## src/core/sbpr_consts.svh

```systemverilog
// constants for the serial bus phy base register bank
// assumes inclusion by bare name from the package only; the design module sees it through the package
`ifndef SBPR_CONSTS_SVH
`define SBPR_CONSTS_SVH

// ==========================================================================
// register indices (byte address = 4 * index)
`define SBPR_IDX_LINK_CFG   4'h4
`define SBPR_IDX_EVENT      4'h5
`define SBPR_IDX_PAGE_PORT  4'h7
`define SBPR_IDX_PORT_STAT  4'h8
`define SBPR_IDX_PORT_CTRL  4'h9
`define SBPR_PAGE_PORT      3'h0

// ==========================================================================
// field positions, bit 7 is the leftmost printed bit
`define SBPR_B_LINK_ACTIVE_CONTROL        7
`define SBPR_B_CONT         6
`define SBPR_B_JIT_HI       5
`define SBPR_B_JIT_LO       3
`define SBPR_B_PWR_HI       2
`define SBPR_B_PWR_LO       0
`define SBPR_B_WDOG         7
`define SBPR_B_SHORT_RESET_REQUEST         6
`define SBPR_B_LOOP         5
`define SBPR_B_PFAIL        4
`define SBPR_B_TOUT         3
`define SBPR_B_PEVT         2
`define SBPR_B_ACCEL        1
`define SBPR_B_MULTI        0
`define SBPR_B_PAGE_HI      7
`define SBPR_B_PAGE_LO      5
`define SBPR_B_PORT_HI      3
`define SBPR_B_PORT_LO      0
`define SBPR_B_CON          2
`define SBPR_B_BIAS         1
`define SBPR_B_DIS          0
`define SBPR_B_INTEN        4
`define SBPR_B_FAULT        3

// ==========================================================================
// reset values and fixed fields
`define SBPR_RST_LINK_ACTIVE_CONTROL      1'h1
`define SBPR_JITTER_VAL     3'h0
`define SBPR_RST_PAGE       3'h0
`define SBPR_RST_PORT       4'h0
// filtered pins {link power, cable power, class}: link down, cable good
`define SBPR_PIN_IDLE       5'h08
`define SBPR_PC_LOAD_CYC    2'h3

// ==========================================================================
// timing
`define SBPR_CLK_PERIOD_PS  4000
`define SBPR_SHORT_RST_NS   1300
`define SBPR_SHORT_RST_CYC  ((`SBPR_SHORT_RST_NS * 1000 + `SBPR_CLK_PERIOD_PS - 1) / \
                             `SBPR_CLK_PERIOD_PS)

`endif

```

## src/core/sbpr_pkg.sv

```systemverilog
// types shared by the base register bank and its bench
// assumes sbpr_consts.svh is on the include path
package sbpr_pkg;
   `include "sbpr_consts.svh"

   // configuration carried to the phy core and self-id builder
   typedef struct packed {
      logic       link_active_selfid;
      logic       contender;
      logic [2:0] pwr_class;
      logic       accel_en;
      logic       multi_en;
   } sbpr_cfg_t;

   // debounced status of one port from the phy core
   typedef struct packed {
      logic bias;
      logic con;
      logic fault;
   } sbpr_port_t;

   typedef enum logic {SR_IDLE, SR_RUN} sbpr_sr_state_t;
endpackage

```

## src/core/sbpr_base_regs.sv

```systemverilog
// base configuration registers of a two-port cable phy, ahb-lite slave
// assumes one 250 MHz clock, phy core events as one-cycle pulses on this clock
`timescale 1ns/10ps

// Overview of operation
// - link-active control bit resets to 1, bus reset leaves it alone
// - link interface enable follows only the link power status input
// - self-id link-active is power status AND link-active control
// - writable contender bit copied into self-id
// - read-only 3-bit jitter field, reads zero
// - writable power class, loaded from pins at system reset
// - resume start sets port event when resume enable is set
// - short reset request starts 1.3 us short bus reset; bus reset clears it
// - loop flag set by tree-id arbitration timeout, write one clears
// - loop flag with resume enable and inactive link wakes the link
// - loop nodes raise loop flag, others raise state timeout and bus reset
// - cable power fail flag set on falling cable power status
// - state timeout sets flag and requests a bus reset
// - enabled port status change sets port event flag
// - acceleration enable drives accelerated arbitration and fly-by
// - multispeed enable allows mixed-speed concatenation
// - 3-bit page selector picks page for indices 8 and 9
// - 4-bit port selector picks port for per-port pages
// - page 0 maps selected port status; absent port reads zero
module sbpr_base_regs
   import sbpr_pkg::*;
#(
   parameter int NPORTS = 2
) (
   input  wire logic                    CLK_SYS_I,            // 250 MHz clock
   input  wire logic                    SYS_RST_I,            // sync reset, high
   input  wire logic                    HSEL_I,               // ahb slave select
   input  wire logic [31:0]             HADDR_I,              // ahb address
   input  wire logic [1:0]              HTRANS_I,             // ahb transfer type
   input  wire logic                    HWRITE_I,             // ahb write
   input  wire logic [2:0]              HSIZE_I,              // ahb size, word only
   input  wire logic [31:0]             HWDATA_I,             // ahb write data
   input  wire logic                    HREADY_I,             // ahb bus ready
   output logic [31:0]                  HRDATA_O,             // ahb read data
   output logic                         HREADYOUT_O,          // ahb slave ready
   output logic                         HRESP_O,              // always okay
   input  wire logic                    LINK_POWER_STATUS_I,  // pin, link powered
   input  wire logic                    CABLE_POWER_STATUS_I, // pin, cable power ok
   input  wire logic [2:0]              POWER_CLASS_PINS_I,   // pins, reset class
   input  wire logic                    TREE_ID_TIMEOUT_I,    // arb timeout pulse
   input  wire logic                    STATE_TIMEOUT_I,      // state timeout pulse
   input  wire logic                    BUS_RESET_I,          // bus reset seen pulse
   input  wire logic                    ARB_OPPORTUNITY_I,    // may start reset now
   input  wire logic [NPORTS-1:0]       RESUME_START_I,       // resume begins pulse
   input  wire sbpr_port_t [NPORTS-1:0] PORT_STAT_I,          // port status
   output sbpr_cfg_t                    CFG_O,                // config to core
   output logic                         LINK_IF_EN_O,         // link interface on
   output logic                         LINK_WAKE_O,          // activate link
   output logic                         SHORT_RESET_O,        // short reset active
   output logic                         STATE_RESET_REQ_O,    // bus reset pulse
   output logic [NPORTS-1:0]            PORT_DIS_O            // port disabled
);

   localparam int SR_CYC = `SBPR_SHORT_RST_CYC;
   localparam int SRW    = $clog2(SR_CYC + 1);

   // ========================================================================
   // pin synchronisers
   // ========================================================================
   localparam int NPIN = 5;
   logic [NPIN-1:0] pin_s1_q;
   logic [NPIN-1:0] pin_s2_q;
   logic [NPIN-1:0] pin_s3_q;
   logic [NPIN-1:0] pin_q;
   logic [1:0]      pc_ld_q;
   logic            lps_q;
   logic            cps_q;
   logic            cps_fall;

   // no reset on the chain so the power class pins are caught around reset
   always_ff @(posedge CLK_SYS_I) begin
      pin_s1_q <= {LINK_POWER_STATUS_I, CABLE_POWER_STATUS_I, POWER_CLASS_PINS_I};
      pin_s2_q <= pin_s1_q;
      pin_s3_q <= pin_s2_q;
   end

   // a level is taken only once second and third stages agree; idle until then
   always_ff @(posedge CLK_SYS_I) begin
      if (SYS_RST_I) begin
         pin_q   <= `SBPR_PIN_IDLE;
         pc_ld_q <= `SBPR_PC_LOAD_CYC;
      end else begin
         pc_ld_q <= pc_ld_q - 2'(pc_ld_q != 2'h0);
         for (int i = 0; i < NPIN; i++) begin
            if (pin_s2_q[i] == pin_s3_q[i]) begin
               pin_q[i] <= pin_s3_q[i];
            end
         end
      end
   end

   assign lps_q = pin_q[4];
   assign cps_q = pin_q[3];

   logic cps_prev_q;
   always_ff @(posedge CLK_SYS_I) begin
      cps_prev_q <= SYS_RST_I ? 1'h1 : cps_q;
   end
   assign cps_fall = cps_prev_q & ~cps_q;

   // ========================================================================
   // ahb-lite slave
   // ========================================================================
   logic       dp_wr_q;
   logic       dp_rd_q;
   logic       rd_done_q;
   logic [3:0] dp_idx_q;
   logic       dp_map_q;
   logic       addr_take;
   logic [7:0] rd_mux;
   logic       wr_event;
   logic [7:0] wd;

   assign addr_take = HSEL_I & HTRANS_I[1] & HREADY_I;

   always_ff @(posedge CLK_SYS_I) begin
      if (SYS_RST_I) begin
         dp_wr_q  <= 1'h0;
         dp_rd_q  <= 1'h0;
         dp_idx_q <= 4'h0;
         dp_map_q <= 1'h0;
      end else if (HREADYOUT_O) begin
         dp_wr_q  <= addr_take & HWRITE_I;
         dp_rd_q  <= addr_take & ~HWRITE_I;
         dp_idx_q <= HADDR_I[5:2];
         dp_map_q <= (HADDR_I[31:6] == 26'h0) && (HADDR_I[1:0] == 2'h0);
      end
   end

   // reads take one wait state so a write just before is already visible
   always_ff @(posedge CLK_SYS_I) begin
      if (SYS_RST_I) begin
         rd_done_q <= 1'h0;
         HRDATA_O  <= 32'h0;
      end else if (dp_rd_q && !rd_done_q) begin
         rd_done_q <= 1'h1;
         HRDATA_O  <= {24'h0, dp_map_q ? rd_mux : 8'h0};
      end else begin
         rd_done_q <= 1'h0;
      end
   end

   assign HREADYOUT_O = ~(dp_rd_q & ~rd_done_q);
   assign HRESP_O     = 1'h0;
   assign wd          = HWDATA_I[7:0];

   function automatic logic wr_to(input logic [3:0] idx);
      return dp_wr_q && dp_map_q && (dp_idx_q == idx);
   endfunction

   assign wr_event = wr_to(`SBPR_IDX_EVENT);

   // ========================================================================
   // configuration registers
   // ========================================================================
   logic       link_active_control_q;
   logic       cont_q;
   logic [2:0] pwr_q;
   logic       wdog_q;
   logic       accel_q;
   logic       multi_q;
   logic [2:0] page_q;
   logic [3:0] port_sel_q;

   always_ff @(posedge CLK_SYS_I) begin
      if (SYS_RST_I) begin
         link_active_control_q <= `SBPR_RST_LINK_ACTIVE_CONTROL;
         cont_q  <= 1'h0;
         pwr_q   <= pin_s3_q[2:0];
      end else if (wr_to(`SBPR_IDX_LINK_CFG)) begin
         link_active_control_q <= wd[`SBPR_B_LINK_ACTIVE_CONTROL];
         cont_q  <= wd[`SBPR_B_CONT];
         pwr_q   <= wd[`SBPR_B_PWR_HI:`SBPR_B_PWR_LO];
      end else if (pc_ld_q != 2'h0) begin
         pwr_q   <= pin_s3_q[2:0];
      end
   end

   always_ff @(posedge CLK_SYS_I) begin
      if (SYS_RST_I) begin
         wdog_q  <= 1'h0;
         accel_q <= 1'h0;
         multi_q <= 1'h0;
      end else if (wr_event) begin
         wdog_q  <= wd[`SBPR_B_WDOG];
         accel_q <= wd[`SBPR_B_ACCEL];
         multi_q <= wd[`SBPR_B_MULTI];
      end
   end

   always_ff @(posedge CLK_SYS_I) begin
      if (SYS_RST_I) begin
         page_q     <= `SBPR_RST_PAGE;
         port_sel_q <= `SBPR_RST_PORT;
      end else if (wr_to(`SBPR_IDX_PAGE_PORT)) begin
         page_q     <= wd[`SBPR_B_PAGE_HI:`SBPR_B_PAGE_LO];
         port_sel_q <= wd[`SBPR_B_PORT_HI:`SBPR_B_PORT_LO];
      end
   end

   // ========================================================================
   // per-port control and change detection
   // ========================================================================
   logic              port_hit;
   logic [NPORTS-1:0] dis_q;
   logic [NPORTS-1:0] inten_q;
   logic [NPORTS-1:0] port_chg;

   assign port_hit = (page_q == `SBPR_PAGE_PORT) && (port_sel_q < 4'(NPORTS));

   for (genvar p = 0; p < NPORTS; p++) begin : g_port
      logic [3:0] now;
      logic [3:0] prev_q;
      logic       sel;
      // bias is ignored while the port is disabled
      assign now = {PORT_STAT_I[p].bias & ~dis_q[p], PORT_STAT_I[p].con,
                    dis_q[p], PORT_STAT_I[p].fault};
      assign sel = port_hit && (port_sel_q == 4'(p));

      always_ff @(posedge CLK_SYS_I) begin
         if (SYS_RST_I) begin
            dis_q[p]   <= 1'h0;
            inten_q[p] <= 1'h0;
         end else begin
            if (sel && wr_to(`SBPR_IDX_PORT_STAT)) begin
               dis_q[p] <= wd[`SBPR_B_DIS];
            end
            if (sel && wr_to(`SBPR_IDX_PORT_CTRL)) begin
               inten_q[p] <= wd[`SBPR_B_INTEN];
            end
         end
      end

      always_ff @(posedge CLK_SYS_I) begin
         prev_q <= now;
      end
      assign port_chg[p] = inten_q[p] && (now != prev_q) && !SYS_RST_I;
   end

   assign PORT_DIS_O = dis_q;

   // ========================================================================
   // short arbitrated bus reset
   // ========================================================================
   sbpr_sr_state_t sr_state_q;
   logic [SRW-1:0] sr_cnt_q;
   logic           short_reset_request_q;
   logic           sr_start;

   assign sr_start = (sr_state_q == SR_IDLE) && short_reset_request_q && ARB_OPPORTUNITY_I;

   always_ff @(posedge CLK_SYS_I) begin
      if (SYS_RST_I) begin
         sr_state_q <= SR_IDLE;
         sr_cnt_q   <= '0;
      end else begin
         case (sr_state_q)
            SR_IDLE: begin
               if (sr_start) begin
                  sr_state_q <= SR_RUN;
                  sr_cnt_q   <= SRW'(SR_CYC - 1);
               end
            end
            SR_RUN: begin
               if (sr_cnt_q == '0) begin
                  sr_state_q <= SR_IDLE;
               end else begin
                  sr_cnt_q <= sr_cnt_q - 1'b1;
               end
            end
            default: sr_state_q <= SR_IDLE;
         endcase
      end
   end

   assign SHORT_RESET_O = (sr_state_q == SR_RUN);

   // any bus reset, including our own, drops the request
   always_ff @(posedge CLK_SYS_I) begin
      if (SYS_RST_I) begin
         short_reset_request_q <= 1'h0;
      end else if (sr_start || BUS_RESET_I || STATE_TIMEOUT_I) begin
         short_reset_request_q <= 1'h0;
      end else if (wr_event && wd[`SBPR_B_SHORT_RESET_REQUEST]) begin
         short_reset_request_q <= 1'h1;
      end
   end

   // ========================================================================
   // event flags, write one to clear, hardware set wins
   // ========================================================================
   logic loop_q;
   logic pfail_q;
   logic tout_q;
   logic pevt_q;
   logic pevt_set;

   assign pevt_set = (|port_chg) || (wdog_q && (|RESUME_START_I));

   always_ff @(posedge CLK_SYS_I) begin
      if (SYS_RST_I) begin
         loop_q  <= 1'h0;
         pfail_q <= 1'h0;
         tout_q  <= 1'h0;
         pevt_q  <= 1'h0;
      end else begin
         loop_q  <= TREE_ID_TIMEOUT_I |
                    (loop_q & ~(wr_event & wd[`SBPR_B_LOOP]));
         pfail_q <= cps_fall |
                    (pfail_q & ~(wr_event & wd[`SBPR_B_PFAIL]));
         tout_q  <= STATE_TIMEOUT_I |
                    (tout_q & ~(wr_event & wd[`SBPR_B_TOUT]));
         pevt_q  <= pevt_set |
                    (pevt_q & ~(wr_event & wd[`SBPR_B_PEVT]));
      end
   end

   // ========================================================================
   // outputs to core and link
   // ========================================================================
   always_ff @(posedge CLK_SYS_I) begin
      if (SYS_RST_I) begin
         CFG_O             <= '0;
         LINK_IF_EN_O      <= 1'h0;
         LINK_WAKE_O       <= 1'h0;
         STATE_RESET_REQ_O <= 1'h0;
      end else begin
         CFG_O.link_active_selfid <= lps_q & link_active_control_q;
         CFG_O.contender          <= cont_q;
         CFG_O.pwr_class          <= pwr_q;
         CFG_O.accel_en           <= accel_q;
         CFG_O.multi_en           <= multi_q;
         // link control bit has no say in whether the interface runs
         LINK_IF_EN_O      <= lps_q;
         LINK_WAKE_O       <= loop_q & wdog_q & ~lps_q;
         STATE_RESET_REQ_O <= STATE_TIMEOUT_I;
      end
   end

   // ========================================================================
   // read multiplexer
   // ========================================================================
   logic [$clog2(NPORTS)-1:0] ps;
   assign ps = port_sel_q[$clog2(NPORTS)-1:0];

   always_comb begin
      rd_mux = 8'h0;
      if (dp_idx_q == `SBPR_IDX_LINK_CFG) begin
         rd_mux[`SBPR_B_LINK_ACTIVE_CONTROL]                   = link_active_control_q;
         rd_mux[`SBPR_B_CONT]                    = cont_q;
         rd_mux[`SBPR_B_JIT_HI:`SBPR_B_JIT_LO]   = `SBPR_JITTER_VAL;
         rd_mux[`SBPR_B_PWR_HI:`SBPR_B_PWR_LO]   = pwr_q;
      end else if (dp_idx_q == `SBPR_IDX_EVENT) begin
         rd_mux[`SBPR_B_WDOG]  = wdog_q;
         rd_mux[`SBPR_B_SHORT_RESET_REQUEST]  = short_reset_request_q;
         rd_mux[`SBPR_B_LOOP]  = loop_q;
         rd_mux[`SBPR_B_PFAIL] = pfail_q;
         rd_mux[`SBPR_B_TOUT]  = tout_q;
         rd_mux[`SBPR_B_PEVT]  = pevt_q;
         rd_mux[`SBPR_B_ACCEL] = accel_q;
         rd_mux[`SBPR_B_MULTI] = multi_q;
      end else if (dp_idx_q == `SBPR_IDX_PAGE_PORT) begin
         rd_mux[`SBPR_B_PAGE_HI:`SBPR_B_PAGE_LO] = page_q;
         rd_mux[`SBPR_B_PORT_HI:`SBPR_B_PORT_LO] = port_sel_q;
      end else if (dp_idx_q == `SBPR_IDX_PORT_STAT && port_hit) begin
         rd_mux[`SBPR_B_CON]  = PORT_STAT_I[ps].con;
         rd_mux[`SBPR_B_BIAS] = PORT_STAT_I[ps].bias;
         rd_mux[`SBPR_B_DIS]  = dis_q[ps];
      end else if (dp_idx_q == `SBPR_IDX_PORT_CTRL && port_hit) begin
         rd_mux[`SBPR_B_INTEN] = inten_q[ps];
         rd_mux[`SBPR_B_FAULT] = PORT_STAT_I[ps].fault;
      end
   end
endmodule

```

## config.mk

```make
export PLATFORM = sky130hd
export DESIGN_NAME = sbpr_base_regs
export DESIGN_NICKNAME = d
export VERILOG_FILES = /design/src/core/sbpr_pkg.sv /design/src/core/sbpr_base_regs.sv
export VERILOG_INCLUDE_DIRS = /design/src /design/src/core
export SDC_FILE = /design/constraint.sdc
export NUM_CORES = 1
export LEC_CHECK = 0
export BUFFER_PORTS_ARGS = -buffer_cell sky130_fd_sc_hd__buf_4
export CORE_ASPECT_RATIO = 0.6
export CORE_MARGIN = 2
export CORE_UTILIZATION = 43
export DETAILED_ROUTE_END_ITERATION = 10
export GPL_ROUTABILITY_DRIVEN = 1
export PLACE_DENSITY = 0.72
export SLEW_MARGIN = 10
export SYNTH_ARGS = -nofsm -noshare
export SYNTH_HDL_FRONTEND = slang
export SYNTH_SLANG_ARGS = --single-unit
export TNS_END_PERCENT = 10
```

## constraint.sdc

```tcl
create_clock -name CLK_SYS_I -period 4.6 [get_ports CLK_SYS_I]
set_input_delay 0.92 -clock CLK_SYS_I [delete_from_list [all_inputs] [get_ports CLK_SYS_I]]
set_output_delay 0.92 -clock CLK_SYS_I [all_outputs]
set_load 0.1 [all_outputs]
```

==> results of run 1 <==
==> power breakdown <==
group | internal, mW | switching, mW | total, mW
Clock | 0.370 | 0.299 | 0.669
Sequential | 0.789 | 0.0148 | 0.803
Combinational | 0.0581 | 0.158 | 0.216
Total | 1.22 | 0.471 | 1.69
==> per-layer routing <==
metal / vias up / track usage / share of wire
li1: 1415 / - / -
met1: 1261 / 0.266 / 0.48
met2: 128 / 0.268 / 0.41
met3: 14 / 0.0644 / 0.095
met4: 0 / 0.0715 / 0.018
met5: - / 0 / 0
==> state kept, by name (all words and copies together), names as in the netlist, 2 cells and up <==
signal         cells
CFG_O              7
HRDATA_O           8
PORT_DIS_O         2
dp_idx_q           4
g_port.prev_q      8
inten_q            2
page_q             3
pc_ld_q            2
pin_q              2
pin_s1_q           5
pin_s2_q           5
pin_s3_q           5
port_sel_q         4
pwr_q              3
sr_cnt_q           9
==> stage by stage <==
step / util / cells / cell area, um^2
global route: 0.557 / 563 / 4410
detailed placement: 0.522 / 547 / 4130
CTS: 0.557 / 563 / 4410
floorplan: - / 398 / 3630
global placement: 0.522 / 547 / 4130
finish: 0.557 / 563 / 4410
==> area by class of cell <==
type	count	area, um^2	area share
inverters	6	22.5	0.00511
well taps	108	135	0.0306
repair buffers	84	631	0.143
clock buffers	9	225	0.0511
multi-input cells	261	1550	0.351
clock inverters	7	55.1	0.0125
flip-flops and latches	88	1790	0.406
==> placed cells by master (no fill, tap or decap), types with 2 or more instances in the layout <==
cell	instances
sky130_fd_sc_hd__a21oi_1	26
sky130_fd_sc_hd__a2bb2oi_1	2
sky130_fd_sc_hd__a31oi_1	2
sky130_fd_sc_hd__a32o_1	3
sky130_fd_sc_hd__and3_1	2
sky130_fd_sc_hd__buf_4	84
sky130_fd_sc_hd__clkbuf_16	9
sky130_fd_sc_hd__clkinv_4	2
sky130_fd_sc_hd__clkinvlp_4	2
sky130_fd_sc_hd__conb_1	25
sky130_fd_sc_hd__dfxtp_1	85
sky130_fd_sc_hd__edfxtp_1	3
sky130_fd_sc_hd__inv_1	6
sky130_fd_sc_hd__inv_6	2
sky130_fd_sc_hd__mux2_2	3
sky130_fd_sc_hd__mux2i_1	18
sky130_fd_sc_hd__nand2_1	37
sky130_fd_sc_hd__nand2b_1	5
sky130_fd_sc_hd__nand3_1	9
sky130_fd_sc_hd__nand3b_1	3
sky130_fd_sc_hd__nand4_1	8
sky130_fd_sc_hd__nand4b_1	2
sky130_fd_sc_hd__nor2_1	31
sky130_fd_sc_hd__nor2b_1	14
sky130_fd_sc_hd__nor3_1	3
sky130_fd_sc_hd__nor4_1	9
sky130_fd_sc_hd__o211ai_1	4
sky130_fd_sc_hd__o21ai_0	15
sky130_fd_sc_hd__o22a_1	3
sky130_fd_sc_hd__o2bb2ai_1	3
sky130_fd_sc_hd__or4b_1	2
sky130_fd_sc_hd__xnor2_1	4
sky130_fd_sc_hd__xor2_1	6
==> path summary, 6_finish.rpt <==
check,cells after the start,from,slack [ns],end
setup / recovery,3,dp_rd_q,2.02,HREADYOUT_O
setup reg to reg,4,dp_idx_q[1],2.62,pwr_q[0]
hold reg to reg,0,pin_s2_q[0],0.33,pin_s3_q[0]
hold / removal,0,pin_s2_q[0],0.33,pin_s3_q[0]
==> logic make-up after synthesis <==
family                   Yosys count
AND/OR/NAND/NOR                  137
flip-flops                        88
AO/OA/AOI/OAI                     67
buffers and inverters             49
multiplexers                      21
XOR/XNOR                          10
adder cells (fa/ha/maj)            1
other                              1
==> worst register-to-register path: cells and delay by family, from the launching register on <==
family           cells  cell delay [ns]
DFF                  1             0.45
muxes                1             0.39
and+or+nand+nor      3             0.88
==> summary by stage, run 1 <==
Global route
The number of antenna violations at the first check in global routing is 0. The global router's overall resource usage is 0.189. The wire length of the first global-routing pass is 12.9 mm. The via count of the first global-routing pass is 2631.

Global routing finished with a remaining overflow of 0. Entering global routing, the biggest net connects 53 pins.

CTS
The hold buffer count at CTS is 0. The insertion delay to the later sink of the worst-skew pair is 0.33 ns. The number of resized instances in the post-cts repair step is 0. The CTS tree is built. The total CTS buffers is 9. The clock root buffer is sky130_fd_sc_hd__clkbuf_16.

The H-tree generated during clock tree synthesis spans 3 levels. The maximum clock path buffer count is 2. The post-CTS clock slew at the launch and capture registers of the worst setup and hold paths is 0.07 ns. The count of buffers added by post-CTS timing repair for setup is 0.

The total number of clock tree sinks is 88.

Floorplan
From bottom edge to top edge, the die measures 74.3 um. The floorplan step defined a die boundary enclosing 9000 um^2. The die is 121 um wide. During I/O placement, the number of pins put on the boundary was 138. The area inside the core boundary is 7910 um^2. The initial utilization of the core area, before any placement, comes to 0.447.

The number of rows in the core area is 25.

Final layout
The net count of the finished layout is 542. The area growth from synthesis to layout is 24.6%. The total of fill cells in the finished design is 738. The fraction of final layout cells with drive strength greater than 1 is 0.237. The number of antenna diodes in the final layout is 0.

Timing
The hold violation count in the final report is 0. Setup repair after global routing left no endpoint under its margin. Setup total negative slack on the finished layout was measured at 0 ns. The number of slew-limit violations in the final report is 0. The final worst clock skew is 0.00778 ns. Hold timing on the final database bottoms out at a slack of 0.327 ns.

Timing would allow up to 387 MHz. The transition time at the pin with the least slew margin is 0.628 ns. Setup violations remaining at the end of the flow were counted as 0. The final period demand of the worst path is 2.58 ns. The final clock period utilization by the worst path is 0.561.

In this run the tightest slew margin relative to its limit is 0.580. The least setup slack across all paths after layout is 2.02 ns.

Critical path
The worst setup path is launched from a flip-flop. At the worst endpoint, the arrival time is 1.66 ns. The critical path start-end classification is reg2out. The critical path's largest stage delay is 0.41 ns. The highest-delay cell along the critical path is sky130_fd_sc_hd__nor2b_1.

The critical path required time is 3.68 ns. Counting both buffers and inverters, the worst setup path holds a total of 2. The critical path goes through nor2b_1 > inv_1 > buf_4.

The capturing element type of the critical path is a primary output. Among cell families on the critical path, the largest total delay comes from buffers and inverters. The largest driver fanout on the critical path is 11.

Placement
The count of buffers added on input and output ports is 84. At the end of routability-driven placement, the weighted congestion stood at 0.929. Before CTS, the worst setup slack after placement is 2.38 ns. The final HPWL from detailed placement is 6.34 mm.

Routing
The DRC violation count after routing is 0. The remaining number of nets flagged by the antenna check after routing is 0. Using the TritonRoute via totals, the vias-per-cell ratio works out to 5.01. The first detailed-routing pass took 4 iterations.

The detailed router placed 2818 vias in this run. The routed length per instance is 14.7 um. The DRC violation total after the first TritonRoute iteration is 201. The total routed wirelength is 8.26 mm.

Power and ir drop
The power density over cell area is 383 nW/um^2. Summed over all cells, the static leakage comes to 1.81 nW. IR analysis of the VDD net gives a maximum drop of 0.151 mV. Total power for the finished layout comes to 1.69 mW.

Yosys
Sorting the synthesized cells by area gives the leading types as sky130_fd_sc_hd__dfxtp_1, sky130_fd_sc_hd__buf_4, sky130_fd_sc_hd__mux2i_1. For this run, the register share of the synthesized area comes to 0.506. Summed over all instances, the cell type with the most area after synthesis is sky130_fd_sc_hd__dfxtp_1. A synthesized cell averages 9.46 um^2. The post-synthesis share of cell area spent on and, or, nand and nor gates is 0.204. In the synthesized netlist the async set-or-reset flop fraction comes to 0.

The share of synthesized area in the top cell type comes to 0.481. In this run the cell area of the synthesized design comes to 3540 um^2. In this run, synthesis produced a sequential element count of 88. The complex-gate fraction of the synthesized area was 0.119.

The number of warnings issued by yosys is 0. In this run, synthesis inferred 3 flip-flops with an integrated enable. The netlist uses 54 different library cells.

The adder-cell area share of the yosys netlist is 0.00353. The post-synthesis instance total is 374. In the synthesized netlist the dominant register cell turns out to be sky130_fd_sc_hd__dfxtp_1. Sorting the synthesized cells by how often they occur yields sky130_fd_sc_hd__dfxtp_1, sky130_fd_sc_hd__nand2_1, sky130_fd_sc_hd__nor2_1, sky130_fd_sc_hd__buf_4, sky130_fd_sc_hd__a21oi_1. The largest family of logic cells by synthesized area is simple AND/OR/NAND/NOR gates. sky130_fd_sc_hd__dfxtp_1 is the most common cell in the netlist.

Of the total synthesized cell area, the portion taken by XOR and XNOR cells is 0.0247. After synthesis, the share of cell area in mux cells is 0.0604.

Run status
The flow ran to the end, and the final reports show no timing, DRC or antenna violations.

Min path
In this run the worst hold path is classified as reg2reg.

Run
The max-capacitance violation count is 0.
(Power assumes the default switching activity.)
==> run 2, diff against run 1 <==
==> constraint.sdc (replaced) <==
create_clock -name CLK_SYS_I -period 2.7 [get_ports CLK_SYS_I]
set_input_delay 0.54 -clock CLK_SYS_I [delete_from_list [all_inputs] [get_ports CLK_SYS_I]]
set_output_delay 0.54 -clock CLK_SYS_I [all_outputs]
set_load 0.1 [all_outputs]
==> summary by stage, run 2 (synthesis gave the netlist of run 1 again) <==
CTS
The clock root buffer is sky130_fd_sc_hd__clkbuf_16. Clock-pin slew was measured on the worst setup and hold paths at 0.06 ns. TritonCTS created 9 clock buffers. The maximum clock path buffer count is 2. CTS built an H-tree with a depth of 3. The hold buffer count at CTS is 0.

CTS saw 88 sinks. After clock tree synthesis, the setup repair step added 0 buffers. TritonCTS built the clock tree. The number of resized instances in the post-cts repair step is 0.

The insertion delay to the later sink of the worst-skew pair is 0.34 ns.

Routing
The highest routed metal layer is met4. After detailed routing, the number of vias per cell comes to 5.05. The routed length per instance is 14.5 um. The detailed router finished its first iteration with 156 violations. After detailed routing, the number of remaining DRC violations is 0. The via count is 2858. The met1 routed wirelength after detailed routing is 3.99 mm. The count of nets left with antenna violations once routing finished came out at 0. The routed length on met2 is 3.38 mm. Detailed routing placed a total of 738 um of wire on met3. The total routed wirelength is 8.20 mm. The first detailed-routing pass took 4 iterations.

Critical path
The endpoint of the most critical register-to-register path is sr_cnt_q[1]. The start of the worst register-to-register path is sr_cnt_q[0]. The critical path start-end classification is reg2out. The launching element type of the critical path is a flip-flop.

Data arrives at the worst endpoint at 1.38 ns. The path depth of the worst reg2reg path is 6. For the worst setup path, the data required time is 2.16 ns. In this run the worst path has a maximum fanout of 11.

STA classifies the critical path endpoint as a primary output. The flop-to-flop setup slack is 0.84 ns.

Floorplan
The die is 121 um wide. The floorplan step set the die height to 74.3 um. The initial utilization of the core area, before any placement, comes to 0.447. The floorplan has 25 rows. The floorplan step defined a die boundary enclosing 9000 um^2. The number of top-level pins is 138.

The area inside the core boundary is 7910 um^2.

Timing
Setup slack on the critical path of the routed design comes to 0.779 ns. The hold violation count in the final report is 0. The fmax is 521 MHz. The setup-violating endpoint count in the final report is 0. Hold is met by 0.297 ns. The transition time at the pin with the least slew margin is 0.616 ns.

The accumulated negative setup slack is 0 ns. In the finished design, the share of the clock period the worst path needs comes to 0.712. Headroom to the max-slew limit came out at 0.586. The number of slew-limit violations in the final report was 0.

On the final layout, the worst clock skew is 0.00599 ns. Setup repair after global routing left no endpoint under its margin. After layout, the minimum clock period comes to 1.92 ns.

Global route
The wire length of the first global-routing pass is 12.7 mm. The via count of the first global-routing pass is 2601. For this run, the total global-route usage over all layers was measured as 0.189.

The number of antenna violations at the first check in global routing came to 0. Entering global routing, the biggest net connects 53 pins. The total grt overflow is 0.

Min path
The origin of the worst min-delay path is LINK_POWER_STATUS_I. The type of the worst min-delay path is in2reg. The number of cells on the worst hold path is 1. The path with the worst hold slack has its endpoint at pin_s1_q[4].

Final layout
From synthesis to final layout, the design area changed by 27.0%. The most flop-heavy register is sr_cnt_q. The final cell count without fillers is 566. After routing the design area is 4500 um^2. The register with the most flip-flops in the layout has 9 of them.

Of the cells placed in the final design, the portion with a size suffix greater than 1 is 0.242. The post-layout utilization of the core is 0.568. 0 antenna diodes ended up in the layout.

Leaving out fill and tap cells, the most frequent cell in the layout is sky130_fd_sc_hd__buf_4. In the layout the commonest cells are sky130_fd_sc_hd__buf_4, sky130_fd_sc_hd__dfxtp_1, sky130_fd_sc_hd__nand2_1. The largest registers in the layout are sr_cnt_q x9, HRDATA_O x8, g_port.prev_q x8.

The final layout net count is 545. Fill cells in the final layout number 704.

Power and ir drop
Summing internal, switching and leakage power gives 3.15 mW. The worst-case IR drop observed on VDD is 0.400 mV. The static power due to leakage is 1.86 nW. The power density over cell area is 700 nW/um^2.

Placement
The count of buffers added on input and output ports is 84. The worst setup slack before clock tree synthesis is 0.855 ns. The final HPWL from detailed placement is 6.28 mm. Routability-driven placement finished with a final weighted congestion of 0.902.

The placed instance count is 550. After detailed placement, the total cell area comes to 4150 um^2.

Run status
The run finished with clean final reports.

Run
Max-cap violations in this run came to 0.
==> run 2: changes by cell type in the layout (fill, tap and decap cells not counted), sizes merged <==
| cell | before | now |
|---|---|---|
| buf | 84 | 87 |
| inv | 8 | 7 |
| bufinv | 0 | 3 |
| clkinv | 3 | 1 |
==> run 2: how the worst max path moves through the flow <==
stage,start,to,slack [ns],depth (start not counted)
floorplan,dp_rd_q,HREADYOUT_O,0.51,4
finish,dp_rd_q,HREADYOUT_O,0.78,3
CTS,dp_rd_q,HREADYOUT_O,0.77,3
detailed placement,sr_cnt_q[0],sr_cnt_q[0],0.86,6
global placement,sr_cnt_q[0],sr_cnt_q[1],0.93,6
global route,sr_cnt_q[0],sr_cnt_q[1],0.69,6
==> run 2: worst max-delay path: stages, from the launching register on <==
cell	delay (ns)
sky130_fd_sc_hd__dfxtp_1	0.30
sky130_fd_sc_hd__nor2b_1	0.14
sky130_fd_sc_hd__inv_1	0.24
sky130_fd_sc_hd__buf_4	0.36
==> run 2: where the power goes <==
| part | leakage, nW | switching [mW] | internal [mW] |
|---|---|---|---|
| Sequential | 0.729 | 0.0191 | 1.34 |
| Clock | 0.162 | 0.501 | 0.904 |
| Combinational | 0.966 | 0.275 | 0.102 |
| Total | 1.86 | 0.796 | 2.35 |
==> run 2: layout make-up <==
| class | instances | area [um^2] | share of cell area |
|---|---|---|---|
| sequential | 88 | 1790 | 0.398 |
| multi-input combinational | 261 | 1550 | 0.345 |
| timing repair buffer | 87 | 653 | 0.145 |
| clock buffer | 9 | 225 | 0.0501 |
| tap | 108 | 135 | 0.0301 |
| clock inverter | 7 | 119 | 0.0264 |
| inverter | 6 | 22.5 | 0.00501 |
==> run 2: metal layers <==
layer / up-vias / GRT usage
met1: 1322 / 0.267
met3: 10 / 0.0713
met4: 0 / 0.0575
met5: - / 0
met2: 114 / 0.272
li1: 1412 / -
==> run 3, diff against run 2 <==
==> constraint.sdc (replaced) <==
create_clock -name CLK_SYS_I -period 1.9 [get_ports CLK_SYS_I]
set_input_delay 0.38 -clock CLK_SYS_I [delete_from_list [all_inputs] [get_ports CLK_SYS_I]]
set_output_delay 0.38 -clock CLK_SYS_I [all_outputs]
set_load 0.1 [all_outputs]
==> summary by stage, run 3 (synthesis gave the netlist of run 1 again) <==
Final layout
After routing the design area is 4520 um^2. In the final layout, the registers with the most flip-flops are sr_cnt_q x9, HRDATA_O x8, g_port.prev_q x8. The flip-flop count of the largest register, all copies and words added is 9. The library cell used most frequently in the layout, excluding fill and tap cells, is sky130_fd_sc_hd__buf_4.

Fill cells in the final layout number 733. In the layout the commonest cells are sky130_fd_sc_hd__buf_4, sky130_fd_sc_hd__dfxtp_1, sky130_fd_sc_hd__nand2_1. Ranked by flip-flop count, first place goes to sr_cnt_q. The final antenna diode count is 0.

From synthesis to final layout, the design area changed by 27.6%. The fraction of final layout cells with drive strength greater than 1 is 0.264. The net count of the finished layout is 557. In the final layout, the multi-input gates occupy 1560 um^2. In the final layout, flip-flops and latches occupy 1790 um^2. Once layout is complete, the cells apart from fillers number 578.

Power and ir drop
The internal power summed over all cells is 2.94 mW. The share of total power dissipated in combinational logic is 0.135. The static power due to leakage is 1.88 nW. The switching power is 1.13 mW. The relative contribution of sequential cells to total power is 0.476. The peak ir drop on the vdd network is 0.456 mV. The power density over cell area is 902 nW/um^2.

Summing internal, switching and leakage power gives 4.07 mW. The switching portion of total power is 0.277. Of the total power, the clock network draws 0.389.

Placement
The routability-driven placement congestion ratio is 0.932. The final HPWL from detailed placement is 6.53 mm. In this run the cell area measured after placement is 4240 um^2. Before CTS, the worst setup slack after placement is 0.105 ns. The placed instance count is 562.

The count of input and output buffers is 84.

CTS
The total CTS buffers is 9. The clock root buffer is sky130_fd_sc_hd__clkbuf_16. TritonCTS built the clock tree. The maximum clock path buffer count is 2. The count of buffers added by post-CTS timing repair for setup is 0. The insertion delay to the later sink of the worst-skew pair is 0.35 ns. The total number of clock tree sinks is 88. The maximum level of the CTS H-tree is 3.

The post-CTS clock slew at the launch and capture registers of the worst setup and hold paths is 0.06 ns. After clock tree synthesis, the flow added hold-fix buffers numbering 0.

Timing
The transition time at the pin with the least slew margin is 0.497 ns. Setup repair after global routing left no endpoint under its margin. Measured against its own limit, the worst slew margin works out to 0.667. Timing would allow up to 560 MHz.

The worst path meets setup with 0.115 ns of slack. The hold violation count in the final report was 0. The number of slew-limit violations in the final report was 0.

The routed design could run at a clock period as short as 1.79 ns. The final clock period utilization by the worst path is 0.940. Across the routed clock network, the largest skew measured is 0.00692 ns. The accumulated negative setup slack is 0 ns. The setup-violating endpoint count in the final report is 0.

Run
The max-capacitance violation count is 0.

Routing
The remaining number of nets flagged by the antenna check after routing is 0. After the first detailed-routing iteration, the DRC count stood at 207. The first detailed-routing pass ran for 4 iterations. The total routed wirelength is 8.62 mm. For this run, design rule violations remaining after detail routing come to 0. After detailed routing, the average wire length per cell comes to 14.9 um. Dividing the detail-routed via count by the number of cells gives 5.02.

The routed layout has 2904 vias.

Run status
The run finished with clean final reports.

Global route
The global routing met2 resource utilization is 0.285. The global-route track usage on met1 is 0.283. After global routing, the most crowded layer is met2. The total grt overflow is 0. The global router's overall resource usage is 0.202. For met3 alone, demand over resource in global routing was 0.0706.

The number of antenna violations at the first check in global routing was 0. The first global-routing pass estimated 13.5 mm of wire. The via count of the first global-routing pass is 2713.

Entering global routing, the biggest net connects 27 pins.

Floorplan
The initial core utilization is 0.447. The floorplan step defined a die boundary enclosing 9000 um^2. The total area inside the core boundary comes to 7910 um^2. The horizontal die dimension is 121 um. The number of top-level pins is 138. The floorplan step set the die height to 74.3 um. The number of rows in the core area is 25.

Critical path
Of all nets on the critical path, the largest fanout is 6. STA puts the critical path data required time at 2.13 ns. The arrival time reported for the critical path endpoint is 2.02 ns. The capturing element type of the critical path is a flip-flop. The critical path start-end classification is reg2reg. The launching element type of the critical path is a flip-flop.

Min path
The path class of the tightest hold or removal check is in2reg.
==> run 3: changes by cell type in the layout (fill, tap and decap cells not counted), sizes merged <==
| cell | previous run | this run |
|---|---|---|
| inv | 7 | 6 |
| clkinvlp | 2 | 1 |
| clkbuf | 9 | 10 |
| bufinv | 3 | 0 |
| buf | 87 | 99 |
| clkinv | 1 | 5 |
==> run 3: per-stage QoR <==
step                hold WS (ns)   util
detailed placement         0.312  0.536
finish                     0.133  0.571
global route               0.121  0.571
global placement           0.310  0.536
floorplan                  0.310      -
CTS                        0.127  0.570
==> run 3: final timing paths <==
path         slack, ns           startpoint          end  depth (start not counted)
max               0.11          sr_cnt_q[0]  sr_cnt_q[5]                          6
min               0.13  LINK_POWER_STATUS_I  pin_s1_q[4]                          1
max reg2reg       0.11          sr_cnt_q[0]  sr_cnt_q[5]                          6
min reg2reg       0.33          pin_s1_q[4]  pin_s2_q[4]                          0
==> run 3: final cells by class <==
| type | instances | area share |
|---|---|---|
| multi-input combinational | 261 | 0.345 |
| sequential | 88 | 0.397 |
| timing repair buffer | 99 | 0.165 |
| tap | 108 | 0.0299 |
| clock buffer | 10 | 0.0507 |
| inverter | 6 | 0.00499 |
| clock inverter | 6 | 0.00804 |
==> run 3: metal layers <==
layer  vias to the layer above  share of wire
li1                       1444              -
met1                      1330           0.48
met2                       118           0.41
met3                        12          0.099
met4                         0          0.016
met5                         -              0
==> run 3: critical path, stage by stage, from the launching register on <==
cell and delay (ns):
sky130_fd_sc_hd__dfxtp_1 0.32, sky130_fd_sc_hd__inv_1 0.07, sky130_fd_sc_hd__ha_1 0.19, sky130_fd_sc_hd__or4b_1 0.58
sky130_fd_sc_hd__o2111ai_1 0.29, sky130_fd_sc_hd__xor2_1 0.16, sky130_fd_sc_hd__nor2_1 0.06
==> run 3: what timing repair did <==
item,in CTS,in global routing
gates resized for setup,0,2
hold endpoints to repair,0,0
endpoints found under the setup margin,0,2
==> run 3: power by group through the flow <==
| stage | Sequential (mW) | Combinational [mW] | Clock, mW |
|---|---|---|---|
| after floorplan | 2.02 | 0.370 | 0 |
| after global placement | 1.98 | 0.539 | 0 |
| after detailed placement | 1.98 | 0.546 | 0 |
| after CTS | 1.94 | 0.548 | 1.60 |
| after global routing | 1.94 | 0.580 | 1.70 |
| final | 1.94 | 0.549 | 1.58 |
